`src/hdl/capture_compare_unit_consts.svh`:
```
// Purpose: constants of the dual time-base capture/compare unit
// Assumes: 32-bit AHB-Lite word registers, 250 MHz hclk
// Notes:   offsets are byte addresses
`ifndef CAPTURE_COMPARE_UNIT_CONSTS_SVH
`define CAPTURE_COMPARE_UNIT_CONSTS_SVH

`define CC_ADDR_W        12
`define CC_CH_VAL_BASE   12'h000
`define CC_CH_CTL_BASE   12'h080
`define CC_TMR_CNT_BASE  12'h100
`define CC_TMR_RLD_BASE  12'h110
`define CC_TMR_CTL_BASE  12'h120
`define CC_PIN_STATE     12'h130
`define CC_PIN_INPUT     12'h134

// channel control fields
`define CC_CTL_MODE_LSB  0
`define CC_CTL_MODE_MSB  2
`define CC_CTL_TSEL_BIT  3
`define CC_CTL_DBL_BIT   4
`define CC_CTL_RESET     5'h00

// channel modes
`define CC_MODE_OFF      3'h0
`define CC_MODE_CAP_RISE 3'h1
`define CC_MODE_CAP_FALL 3'h2
`define CC_MODE_CAP_BOTH 3'h3
`define CC_MODE_CMP0     3'h4
`define CC_MODE_CMP1     3'h5
`define CC_MODE_CMP2     3'h6
`define CC_MODE_CMP3     3'h7

// timer control fields
`define CC_TCTL_RUN_BIT  0
`define CC_TCTL_SEL_LSB  1
`define CC_TCTL_SEL_MSB  3
`define CC_TCTL_RESET    4'h0
`define CC_SEL_GP_SIX    3'h6
`define CC_SEL_EXT       3'h7

// timing: one timer-clock unit is half an hclk period
`define CC_HCLK_NS       4
`define CC_FINEST_TCL    16
`define CC_PRE_MIN       (`CC_FINEST_TCL / 2)
`define CC_PRE_W         11

`define CC_CNT_RESET     16'h0000
`define CC_CNT_MAX       16'hFFFF
`define CC_PIN_RESET     32'h0000_0000
`define CC_NO_DRIVE_MASK 32'h0F00_0000

`endif

```
`src/hdl/capture_compare_unit_pkg.sv`:
```
// Purpose: shared types of the capture/compare unit
// Assumes: constants come from capture_compare_unit_consts.svh
// Notes:   types only
package capture_compare_unit_pkg;
    typedef logic [15:0] count_t;
    typedef logic [2:0]  mode_t;
    typedef logic [2:0]  clk_sel_t;
endpackage

```
`src/hdl/dual_timebase_capture_compare.sv`:
```
// Purpose: 32-channel capture/compare unit with two timer pairs
// Assumes: AHB-Lite slave, zero wait states; pins synchronous
// Notes:   interrupt requests leave as one-cycle pulses
//
// Register access over AHB-Lite and the address map were decided locally.
`timescale 1ns/100ps
`include "capture_compare_unit_consts.svh"
module dual_timebase_capture_compare (
    input  wire logic        hclk,
    input  wire logic        hresetn,
    input  wire logic        hsel,
    input  wire logic [31:0] haddr,
    input  wire logic [1:0]  htrans,
    input  wire logic        hwrite,
    input  wire logic [2:0]  hsize,
    input  wire logic        hready,
    input  wire logic [31:0] hwdata,
    output logic      [31:0] hrdata,
    output logic             hreadyout,
    output logic             hresp,
    input  wire logic [31:0] cc_pin_in,
    output logic      [31:0] cc_pin_out,
    output logic      [31:0] cc_pin_oe,
    input  wire logic        ext_count_a,
    input  wire logic        ext_count_b,
    input  wire logic        gp_timer_six_ovf,
    output logic      [31:0] ch_irq,
    output logic      [3:0]  tmr_irq
);
    localparam int NCH = 32;
    localparam int NTM = 4;

    function automatic logic is_cmp(input capture_compare_unit_pkg::mode_t m);
        is_cmp = m[2];
    endfunction

    function automatic logic is_cap(input capture_compare_unit_pkg::mode_t m);
        is_cap = (m != `CC_MODE_OFF) && !m[2];
    endfunction

    // ---------------- bus slave ----------------
    logic        wr_pend_r;
    logic [11:0] wr_addr_r;
    logic [31:0] hrdata_r;

    wire         addr_ok  = (haddr[31:12] == 20'h0_0000);
    wire         req      = hsel & htrans[1] & hready;
    wire [11:0]  a        = haddr[11:0];
    wire [4:0]   rch      = a[6:2];
    wire [1:0]   rtm      = a[3:2];

    // channel and timer storage
    capture_compare_unit_pkg::count_t ch_val_r [NCH];
    logic [4:0]         ch_ctl_r [NCH];
    logic [3:0]         tm_ctl_r [NTM];
    capture_compare_unit_pkg::count_t tm_cnt   [NTM];
    capture_compare_unit_pkg::count_t tm_rld   [NTM];
    logic [NTM-1:0]     tm_step;
    logic [NTM-1:0]     tm_ovf;
    logic [NCH-1:0]     pin_r;
    logic [NCH-1:0]     oe_r;
    logic [NCH-1:0]     pin_in_d_r;
    logic [NCH-1:0]     fired_r;
    logic [NCH-1:0]     irq_r;
    logic [NTM-1:0]     tirq_r;

    wire sel_ch_val = addr_ok && a[11:7] == 5'h00;
    wire sel_ch_ctl = addr_ok && a[11:7] == 5'h01;
    wire sel_cnt    = addr_ok && a[11:4] == `CC_TMR_CNT_BASE >> 4;
    wire sel_rld    = addr_ok && a[11:4] == `CC_TMR_RLD_BASE >> 4;
    wire sel_tctl   = addr_ok && a[11:4] == `CC_TMR_CTL_BASE >> 4;
    wire sel_pst    = addr_ok && a == `CC_PIN_STATE;
    wire sel_pin    = addr_ok && a == `CC_PIN_INPUT;

    // unmapped addresses read as zero, writes dropped
    wire [31:0] rd_data =
        sel_ch_val ? {16'h0000, ch_val_r[rch]} :
        sel_ch_ctl ? {27'h000_0000, ch_ctl_r[rch]} :
        sel_cnt    ? {16'h0000, tm_cnt[rtm]} :
        sel_rld    ? {16'h0000, tm_rld[rtm]} :
        sel_tctl   ? {28'h000_0000, tm_ctl_r[rtm]} :
        sel_pst    ? pin_r :
        sel_pin    ? cc_pin_in : 32'h0000_0000;

    always_ff @(posedge hclk or negedge hresetn) begin
        if (!hresetn) begin
            wr_pend_r <= 1'b0;
            wr_addr_r <= 12'h000;
            hrdata_r  <= 32'h0000_0000;
            hreadyout <= 1'b0;
            hresp     <= 1'b0;
        end else begin
            wr_pend_r <= req & hwrite & addr_ok;
            wr_addr_r <= a;
            if (req & ~hwrite) begin
                hrdata_r <= rd_data;
            end
            hreadyout <= 1'b1;
            hresp     <= 1'b0;
        end
    end
    assign hrdata = hrdata_r;

    wire [4:0] wch = wr_addr_r[6:2];
    wire [1:0] wtm = wr_addr_r[3:2];
    wire wr_val  = wr_pend_r && wr_addr_r[11:7] == 5'h00;
    wire wr_ctl  = wr_pend_r && wr_addr_r[11:7] == 5'h01;
    wire wr_cnt  = wr_pend_r && wr_addr_r[11:4] == `CC_TMR_CNT_BASE >> 4;
    wire wr_rld  = wr_pend_r && wr_addr_r[11:4] == `CC_TMR_RLD_BASE >> 4;
    wire wr_tctl = wr_pend_r && wr_addr_r[11:4] == `CC_TMR_CTL_BASE >> 4;

    // ---------------- clock sources ----------------
    logic [`CC_PRE_W-1:0] pre_r;
    logic [1:0]           ext_d_r;

    always_ff @(posedge hclk or negedge hresetn) begin
        if (!hresetn) begin
            pre_r   <= '0;
            ext_d_r <= 2'b00;
        end else begin
            pre_r   <= pre_r + 1'b1;
            ext_d_r <= {ext_count_b, ext_count_a};
        end
    end

    // external count edges, pairs a and b
    wire [1:0] ext_rise = {ext_count_b, ext_count_a} & ~ext_d_r;

    genvar t;
    generate
        for (t = 0; t < NTM; t++) begin : g_tm
            wire [2:0] sel = tm_ctl_r[t][`CC_TCTL_SEL_MSB:`CC_TCTL_SEL_LSB];
            // finest prescale is 8 hclk = 16 units
            wire [`CC_PRE_W-1:0] pmask =
                `CC_PRE_W'((`CC_PRE_MIN << sel) - 1);
            wire pre_tick = ((pre_r & pmask) == pmask);
            // only first timers take the count pin
            wire src = (sel == `CC_SEL_GP_SIX) ? gp_timer_six_ovf :
                       (sel == `CC_SEL_EXT) ?
                           ((t % 2 == 0) & ext_rise[t/2]) : pre_tick;
            wire tick = tm_ctl_r[t][`CC_TCTL_RUN_BIT] & src;

            always_ff @(posedge hclk or negedge hresetn) begin
                if (!hresetn) begin
                    tm_ctl_r[t] <= `CC_TCTL_RESET;
                end else if (wr_tctl && wtm == t) begin
                    tm_ctl_r[t] <= hwdata[3:0];
                end
            end

            capture_compare_unit_timebase u_tb (
                .hclk    (hclk),
                .hresetn (hresetn),
                .tick    (tick),
                .cnt_we  (wr_cnt && wtm == t),
                .rld_we  (wr_rld && wtm == t),
                .wdata   (hwdata[15:0]),
                .cnt     (tm_cnt[t]),
                .rld     (tm_rld[t]),
                .step    (tm_step[t]),
                .ovf     (tm_ovf[t])
            );
        end
    endgenerate

    // ---------------- channels ----------------
    logic [NCH-1:0] match;

    genvar i;
    generate
        for (i = 0; i < NCH; i++) begin : g_ch
            localparam bit LOWER = (i % 16) < 8;
            localparam int PART  = LOWER ? i + 8 : i - 8;
            localparam bit NODRV = (i >= 24) && (i <= 27);

            capture_compare_unit_pkg::mode_t mode;
            assign mode = ch_ctl_r[i][`CC_CTL_MODE_MSB:`CC_CTL_MODE_LSB];
            // timer chosen inside this channel's own pair
            wire [1:0] tix = {1'(i / 16), ch_ctl_r[i][`CC_CTL_TSEL_BIT]};
            wire       inp = cc_pin_in[i];
            wire       rise = inp & ~pin_in_d_r[i];
            wire       fall = ~inp & pin_in_d_r[i];
            wire edge_hit = (mode == `CC_MODE_CAP_RISE) ? rise :
                            (mode == `CC_MODE_CAP_FALL) ? fall :
                            (mode == `CC_MODE_CAP_BOTH) ? (rise | fall)
                                                        : 1'b0;
            // capture only when in a capture mode
            wire cap_hit = is_cap(mode) & edge_hit;
            assign match[i] = is_cmp(mode) & tm_step[tix] &
                              (tm_cnt[tix] == ch_val_r[i]);
            wire ovf = tm_ovf[tix];
            wire once = (mode == `CC_MODE_CMP2) |
                        (mode == `CC_MODE_CMP3);
            // once-per-period modes are gated by fired
            wire event_ok = match[i] & ~(once & fired_r[i]);
            wire dbl_own  = LOWER & ch_ctl_r[i][`CC_CTL_DBL_BIT];
            wire dbl_lost = !LOWER & ch_ctl_r[PART][`CC_CTL_DBL_BIT];
            wire dbl_tog  = dbl_own & (match[i] | match[PART]);

            // mode action on match
            // partner latch held: its pin is owned by the pair
            wire pin_nxt =
                dbl_own ? pin_r[i] ^ dbl_tog :
                dbl_lost ? pin_r[i] :
                (mode == `CC_MODE_CMP1) ? pin_r[i] ^ match[i] :
                // set on match wins over clear on overflow
                (mode == `CC_MODE_CMP3) ?
                    (event_ok | (pin_r[i] & ~ovf)) : pin_r[i];
            wire drive = dbl_own | (!dbl_lost &
                         ((mode == `CC_MODE_CMP1) |
                          (mode == `CC_MODE_CMP3)));

            always_ff @(posedge hclk or negedge hresetn) begin
                if (!hresetn) begin
                    ch_val_r[i]   <= `CC_CNT_RESET;
                    ch_ctl_r[i]   <= `CC_CTL_RESET;
                    pin_r[i]      <= 1'b0;
                    oe_r[i]       <= 1'b0;
                    pin_in_d_r[i] <= 1'b0;
                    fired_r[i]    <= 1'b0;
                    irq_r[i]      <= 1'b0;
                end else begin
                    pin_in_d_r[i] <= inp;
                    // capture wins over a bus write
                    if (cap_hit) begin
                        ch_val_r[i] <= tm_cnt[tix];
                    end else if (wr_val && wch == i) begin
                        ch_val_r[i] <= hwdata[15:0];
                    end
                    if (wr_ctl && wch == i) begin
                        ch_ctl_r[i] <= hwdata[4:0];
                    end
                    // a match in the overflow cycle still counts
                    fired_r[i] <= match[i] | (fired_r[i] & ~ovf);
                    pin_r[i]   <= pin_nxt;
                    // pin drive, never on 24 to 27
                    oe_r[i]    <= drive & !NODRV;
                    irq_r[i]   <= cap_hit | event_ok;
                end
            end
        end
    endgenerate

    always_ff @(posedge hclk or negedge hresetn) begin
        if (!hresetn) begin
            tirq_r <= 4'h0;
        end else begin
            tirq_r <= tm_ovf;
        end
    end

    assign cc_pin_out = pin_r;
    assign cc_pin_oe  = oe_r;
    assign ch_irq     = irq_r;
    assign tmr_irq    = tirq_r;
endmodule

```
`src/hdl/capture_compare_unit_timebase.sv`:
```
// Purpose: one 16-bit reloadable time-base timer
// Assumes: tick is a one-cycle count enable
// Notes:   step and ovf follow the count update by nothing: same edge
`timescale 1ns/100ps
`include "capture_compare_unit_consts.svh"
module capture_compare_unit_timebase (
    input  wire logic              hclk,
    input  wire logic              hresetn,
    input  wire logic              tick,
    input  wire logic              cnt_we,
    input  wire logic              rld_we,
    input  wire logic [15:0]       wdata,
    output capture_compare_unit_pkg::count_t     cnt,
    output capture_compare_unit_pkg::count_t     rld,
    output logic                   step,
    output logic                   ovf
);
    capture_compare_unit_pkg::count_t cnt_r;
    capture_compare_unit_pkg::count_t rld_r;
    logic               step_r;
    logic               ovf_r;

    wire at_top  = (cnt_r == `CC_CNT_MAX);
    wire advance = tick & ~cnt_we;
    wire [15:0] cnt_nxt = cnt_we ? wdata :
                          !advance ? cnt_r :
                          at_top ? rld_r : cnt_r + 16'h0001;

    always_ff @(posedge hclk or negedge hresetn) begin
        if (!hresetn) begin
            cnt_r  <= `CC_CNT_RESET;
            rld_r  <= `CC_CNT_RESET;
            step_r <= 1'b0;
            ovf_r  <= 1'b0;
        end else begin
            cnt_r  <= cnt_nxt;
            if (rld_we) begin
                rld_r <= wdata;
            end
            step_r <= advance;
            ovf_r  <= advance & at_top;
        end
    end

    assign cnt  = cnt_r;
    assign rld  = rld_r;
    assign step = step_r;
    assign ovf  = ovf_r;
endmodule

```
`config.mk`:
```
export PLATFORM = sky130hd
export DESIGN_NAME = dual_timebase_capture_compare
export DESIGN_NICKNAME = d
export VERILOG_FILES = /design/src/hdl/capture_compare_unit_pkg.sv /design/src/hdl/dual_timebase_capture_compare.sv /design/src/hdl/capture_compare_unit_timebase.sv
export VERILOG_INCLUDE_DIRS = /design/src /design/src/hdl
export SDC_FILE = /design/constraint.sdc
export NUM_CORES = 2
export LEC_CHECK = 0
export BUFFER_PORTS_ARGS = -buffer_cell sky130_fd_sc_hd__buf_4
export CORE_MARGIN = 8
export CORE_UTILIZATION = 59
export CTS_BUF_LIST = sky130_fd_sc_hd__clkbuf_4 sky130_fd_sc_hd__clkbuf_8
export DETAILED_ROUTE_END_ITERATION = 8
export PLACE_DENSITY = 0.79
export SLEW_MARGIN = 20
export SYNTH_ARGS = -nofsm -noshare
export SYNTH_HDL_FRONTEND = slang
export SYNTH_SLANG_ARGS = --single-unit
export TNS_END_PERCENT = 100
```
`constraint.sdc`:
```
create_clock -name hclk -period 2.4 [get_ports hclk]
set_clock_uncertainty 0.05 [all_clocks]
set_input_delay 0 -clock hclk [delete_from_list [all_inputs] [get_ports hclk]]
set_output_delay 0 -clock hclk [all_outputs]
set_load 0.005 [all_outputs]
```
==> run_results.csv, run 1 <==
group,metric,value,unit
logic_synthesis,ys_warn_count,0,
logic_synthesis,netlist_area,68000,um2
logic_synthesis,ys_seq_area_share,38.2,%
clock_network,htree_levels,4,
floorplanning,rows,124,
floorplanning,die-height,356,um
global_routing,gr-total-overflow,41,
place,dp.cells,9387,
global_routing,grt_max_degree,91,
logic_synthesis,synth_top_area_cell,"dfrtp_1",
floorplanning,ios,243,
logic_synthesis,syn_avg_cell_area,10.2,um2
logic_synthesis,synth-async-reset-ratio,100,%
logic_synthesis,yosys.area.top_type_share,38.2,%
run_status,lastStage,"global routing",
clock_network,cts_buffers,183,
logic_synthesis,synth_enable_flop_cells,0,
logic_synthesis,synthCells,6647,
sta,crit_endpoint,"g_tm[1].u_tb.cnt[9]$_DFFE_PN0P_/D",
place,placed_cell_area,83700,um2
run_status,error,"[ERROR GRT-0232] Routing congestion too high. Check the congestion heatmap in the GUI.",
global_routing,antenna_found_initial,70,
run_status,status,"did not finish",
floorplanning,initial_utilization,59.5,%
clock_network,cts_root_buf,"clkbuf_8",
logic_synthesis,synth_cell_types,78,
sta,worstEpCategory,"register data pin",
logic_synthesis,synth.area.top_cells,"dfrtp_1, mux2i_1, mux4_2",
logic_synthesis,ys_top_cells_by_count,"dfrtp_1, mux2i_1, a21oi_1",
logic_synthesis,ys_ff_latch,1040,
global_routing,grt_use_total,76.3,%
place,gp_congestion,1.10,
clock_network,cts.sinks,1040,
floorplanning,fp.dieW,356,um
logic_synthesis,yosysMostFrequentCell,"dfrtp_1",
logic_synthesis,synth_flop_cell,"dfrtp_1",
place,hpwl,230000,um
place,port_buffers,217,
clock_network,cts_buffer_depth,3,
## metal layers
layer	track usage [%]	overflow
met2	88.6	20
met5	39.6	0
met4	69.5	18
met1	78.1	1
met3	66.4	2
## metrics by stage
stage	setup TNS (ns)	setup slack (ns)
CTS	-58.49	-0.676
detailed placement	-67.07	-1.04
global placement	-56.98	-1.53
floorplan	-4.81	-0.239
## kinds of logic after synthesis
logic type               count (synthesis)  synth area share, %
AO/OA/AOI/OAI                         1550                 14.5
AND/OR/NAND/NOR                       1566                 12.6
other                                    2               0.0110
flip-flops                            1040                 38.2
buffers and inverters                  726                 4.44
multiplexers                          1151                 21.9
adder cells (fa/ha/maj)                 73                 1.34
XOR/XNOR                               539                 6.94
## timing repair
item | CTS
hold buffers | 116
endpoints found under the hold margin | 1962
resized for setup | 854
endpoints found under the setup margin | 627
gates cloned | 71
setup buffers | 189
pin swaps | 347
==> inputs of run 2 (changes only) <==
--- a/config.mk
+++ b/config.mk
@@ -8,10 +8,9 @@
 export LEC_CHECK = 0
 export BUFFER_PORTS_ARGS = -buffer_cell sky130_fd_sc_hd__buf_4
 export CORE_MARGIN = 8
-export CORE_UTILIZATION = 59
-export CTS_BUF_LIST = sky130_fd_sc_hd__clkbuf_4 sky130_fd_sc_hd__clkbuf_8
+export CORE_UTILIZATION = 40
 export DETAILED_ROUTE_END_ITERATION = 8
-export PLACE_DENSITY = 0.79
+export PLACE_DENSITY_LB_ADDON = 0.15
 export SLEW_MARGIN = 20
 export SYNTH_ARGS = -nofsm -noshare
 export SYNTH_HDL_FRONTEND = slang
==> constraint.sdc (replaced) <==
create_clock -name hclk -period 3.1 [get_ports hclk]
set_clock_uncertainty 0.05 [all_clocks]
set_input_delay 0 -clock hclk [delete_from_list [all_inputs] [get_ports hclk]]
set_output_delay 0 -clock hclk [all_outputs]
set_load 0.005 [all_outputs]
==> run_results.csv, run 2 <==
group,metric,value,unit
power,powerDensity,530,nW/um2
clock_network,htree_levels,4,
finish,design_area,81500,um2
logic_synthesis,syn_avg_cell_area,10.2,um2
flow_run,cap_viol_max_count,0,
sta,tightest_slew,0.955,ns
setup_path,r2r_start,"g_tm[1].u_tb.cnt[0]",
sta,max_slew_margin,34.5,%
sta,fin_ws,0.0106,ns
setup_path,r2r_cells,9,
floorplanning,rows,151,
run_status,status,"complete, no violations",
logic_synthesis,synth_enable_flop_cells,0,
logic_synthesis,synth_top_area_cell,"dfrtp_1",
detailed_routing,vias_per_cell,6.30,
setup_path,crit_type,"flip-flop to flip-flop",
logic_synthesis,ys_top_cells_by_count,"dfrtp_1, mux2i_1, a21oi_1",
setup_path,rr_endpoint,"cc_pin_out[2]",
hold_path,hold_start,"cc_pin_in[23]",
global_routing,antenna_found_initial,21,
finish,seq_area,26000,um2
clock_network,clock_latency,0.81,ns
logic_synthesis,yosysMostFrequentCell,"dfrtp_1",
detailed_routing,drtIter0Drc,7459,
detailed_routing,routed_wl,305000,um
floorplanning,dieArea,184000,um2
hold_path,hold_end,"hrdata[23]",
sta,setup_viol,0,
logic_synthesis,synth_cell_types,78,
global_routing,grt_pass1_vias,56821,
floorplanning,fp.dieW,428,um
logic_synthesis,synth-async-reset-ratio,100,%
power,power,43200,uW
detailed_routing,drc_errors,0,
power,ir_drop,0.000600,V
logic_synthesis,synthCells,6647,
sta,min_period,3.09,ns
logic_synthesis,ys_ff_latch,1040,
clock_network,cts_buffers,133,
hold_path,min_path_cells,4,
clock_network,cts_buffer_depth,3,
finish,layout.cells.most_common,"dfrtp_1",
detailed_routing,avgRoutedWirePerCell,32.4,um
place,port_buffers,217,
finish,fin_nets,7272,
setup_path,critical_path.max_stage_delay,0.53,ns
detailed_routing,ant_nets,0,
logic_synthesis,ys_seq_area_share,38.2,%
place,dp_slack,-0.539,ns
floorplanning,initial_utilization,40.2,%
clock_network,cts.sinks,1040,
sta,hold_viol,0,
sta,fmaxAchievable,0.324,GHz
sta,final.setup.tns,0,ns
finish,multi_input_area,39400,um2
finish,largest_register_ffs,512,
global_routing,grt_use_total,32.1,%
sta,rsz0062_at_grt,"yes",
logic_synthesis,ys_warn_count,0,
detailed_routing,drt_pass1_iterations,7,
finish,final_cell_mix,"dfrtp_1, buf_4, mux2i_1, a21oi_1, a211oi_1",
sta,fin_crit_sh,99.7,%
setup_path,startpoint_type,"flip-flop",
detailed_routing,vias,59268,
setup_path,cp_max_fo,7,
finish,area_growth_syn_to_layout,19.8,%
finish,top_register,"ch_val_r",
logic_synthesis,synth_flop_cell,"dfrtp_1",
finish,drive_above_1_share,23.5,%
sta,drv_slew,0,
setup_path,r2r_slack,0.01,ns
logic_synthesis,yosys.area.top_type_share,38.2,%
power,p_leak,0.0343,uW
global_routing,grt_first_pass_wirelength,433000,um
place,placed_cell_area,75600,um2
floorplanning,core-area,169000,um2
place,gp_congestion,0.986,
setup_path,required,3.73,ns
setup_path,arrival,3.71,ns
place,hpwl,220000,um
setup_path,crit_path_end_kind,"flip-flop",
clock_network,clk_pin_slew,0.06,ns
floorplanning,die-height,428,um
floorplanning,ios,243,
global_routing,gr-total-overflow,0,
finish,nFillCells,15440,
finish,largestRegisters,"ch_val_r x512, ch_ctl_r x160",
clock_network,cts_root_buf,"clkbuf_16",
hold_path,hold_class,"input pin to flip-flop",
logic_synthesis,netlist_area,68000,um2
clock_network,cts_tree,"built",
setup_path,cp_slowest_cell,"dfrtp_1",
setup_path,path_cells,"buf_4, mux2i_1, xor2_1, nand4_1, nor4_1, buf_4, nor2_1, xnor2_1, mux2_2",
global_routing,grt_max_degree,97,
setup_path,cp_common_cell,"buf_4",
logic_synthesis,synth.area.top_cells,"dfrtp_1, mux2i_1, mux4_2",
==> run 2: cell counts after synthesis <==
No cell type changed its count.
==> run 2: kinds of logic after synthesis <==
logic type               Yosys count  synth area share (%)
AND/OR/NAND/NOR                 1566                  12.6
AO/OA/AOI/OAI                   1550                  14.5
multiplexers                    1151                  21.9
flip-flops                      1040                  38.2
buffers and inverters            726                  4.44
XOR/XNOR                         539                  6.94
adder cells (fa/ha/maj)           73                  1.34
other                              2                0.0110
==> run 2: cell type report <==
| class | instances | share of cell area, % |
|---|---|---|
| clock inverter | 43 | 0.715 |
| clock buffer | 190 | 4.77 |
| tap | 2218 | 3.40 |
| inverter | 108 | 0.497 |
| sequential | 1040 | 31.9 |
| timing repair buffer | 922 | 10.4 |
| antenna | 4 | 0.0123 |
| multi-input combinational | 4885 | 48.3 |
==> run 2: timing repair <==
item	in CTS	in global routing
gates cloned	0	1
hold endpoints to repair	1752	0
hold buffers	119	0
gates resized for setup	11	46
endpoints found under the setup margin	23	40
buffers inserted	0	1
pin swaps	1	9
==> run 2: worst max path at each step <==
stage                        startpoint                    to  slack (ns)  cells after the start
CTS                      g_tm[1].sel[2]   g_tm[1].u_tb.cnt[3]        0.01                     12
global route             g_tm[1].sel[2]  g_tm[1].u_tb.cnt[13]       -0.16                     11
floorplan                g_tm[2].sel[1]   g_tm[2].u_tb.cnt[7]        0.41                     11
detailed placement       g_tm[1].sel[2]   g_tm[1].u_tb.cnt[3]       -0.54                     12
finish              g_tm[1].u_tb.cnt[0]         cc_pin_out[2]        0.01                      9
global placement         g_tm[1].sel[2]   g_tm[1].u_tb.cnt[3]       -0.56                     12
==> run 2: through the flow <==
step	hold slack [ns]	cells	util [%]
2_1_floorplan	-0.346	6651	-
3_3_place_gp	-0.0351	9052	44.7
3_5_place_dp	-0.0334	9052	44.7
4_1_cts	0.00780	9404	48.1
5_1_grt	0.0482	9408	48.2
6_report	0.0490	9410	48.2
==> run 2: per-layer routing <==
metal | vias up | routed length, um | global-route usage (%)
li1 | 25148 | - | -
met1 | 30319 | 131000 | 45.7
met2 | 3146 | 123000 | 44.1
met3 | 637 | 35300 | 10.7
met4 | 18 | 15200 | 13.5
met5 | - | 295 | 0.780
==> run 2: critical path: cells and delay by family, from the launching register on <==
family        cells  cell delay [ns]
simple gates      3             0.81
buf+inv           2             0.56
flops             1             0.53
xor+xnor          2             0.52
mux               2             0.49
==> run 2: power breakdown <==
part	leakage (uW)	switching, uW	internal, uW
combinational	0.0188	6340	4520
clock	0.00220	6620	9720
sequential	0.0133	1420	14600
Power figures use the tool's default switching activity.
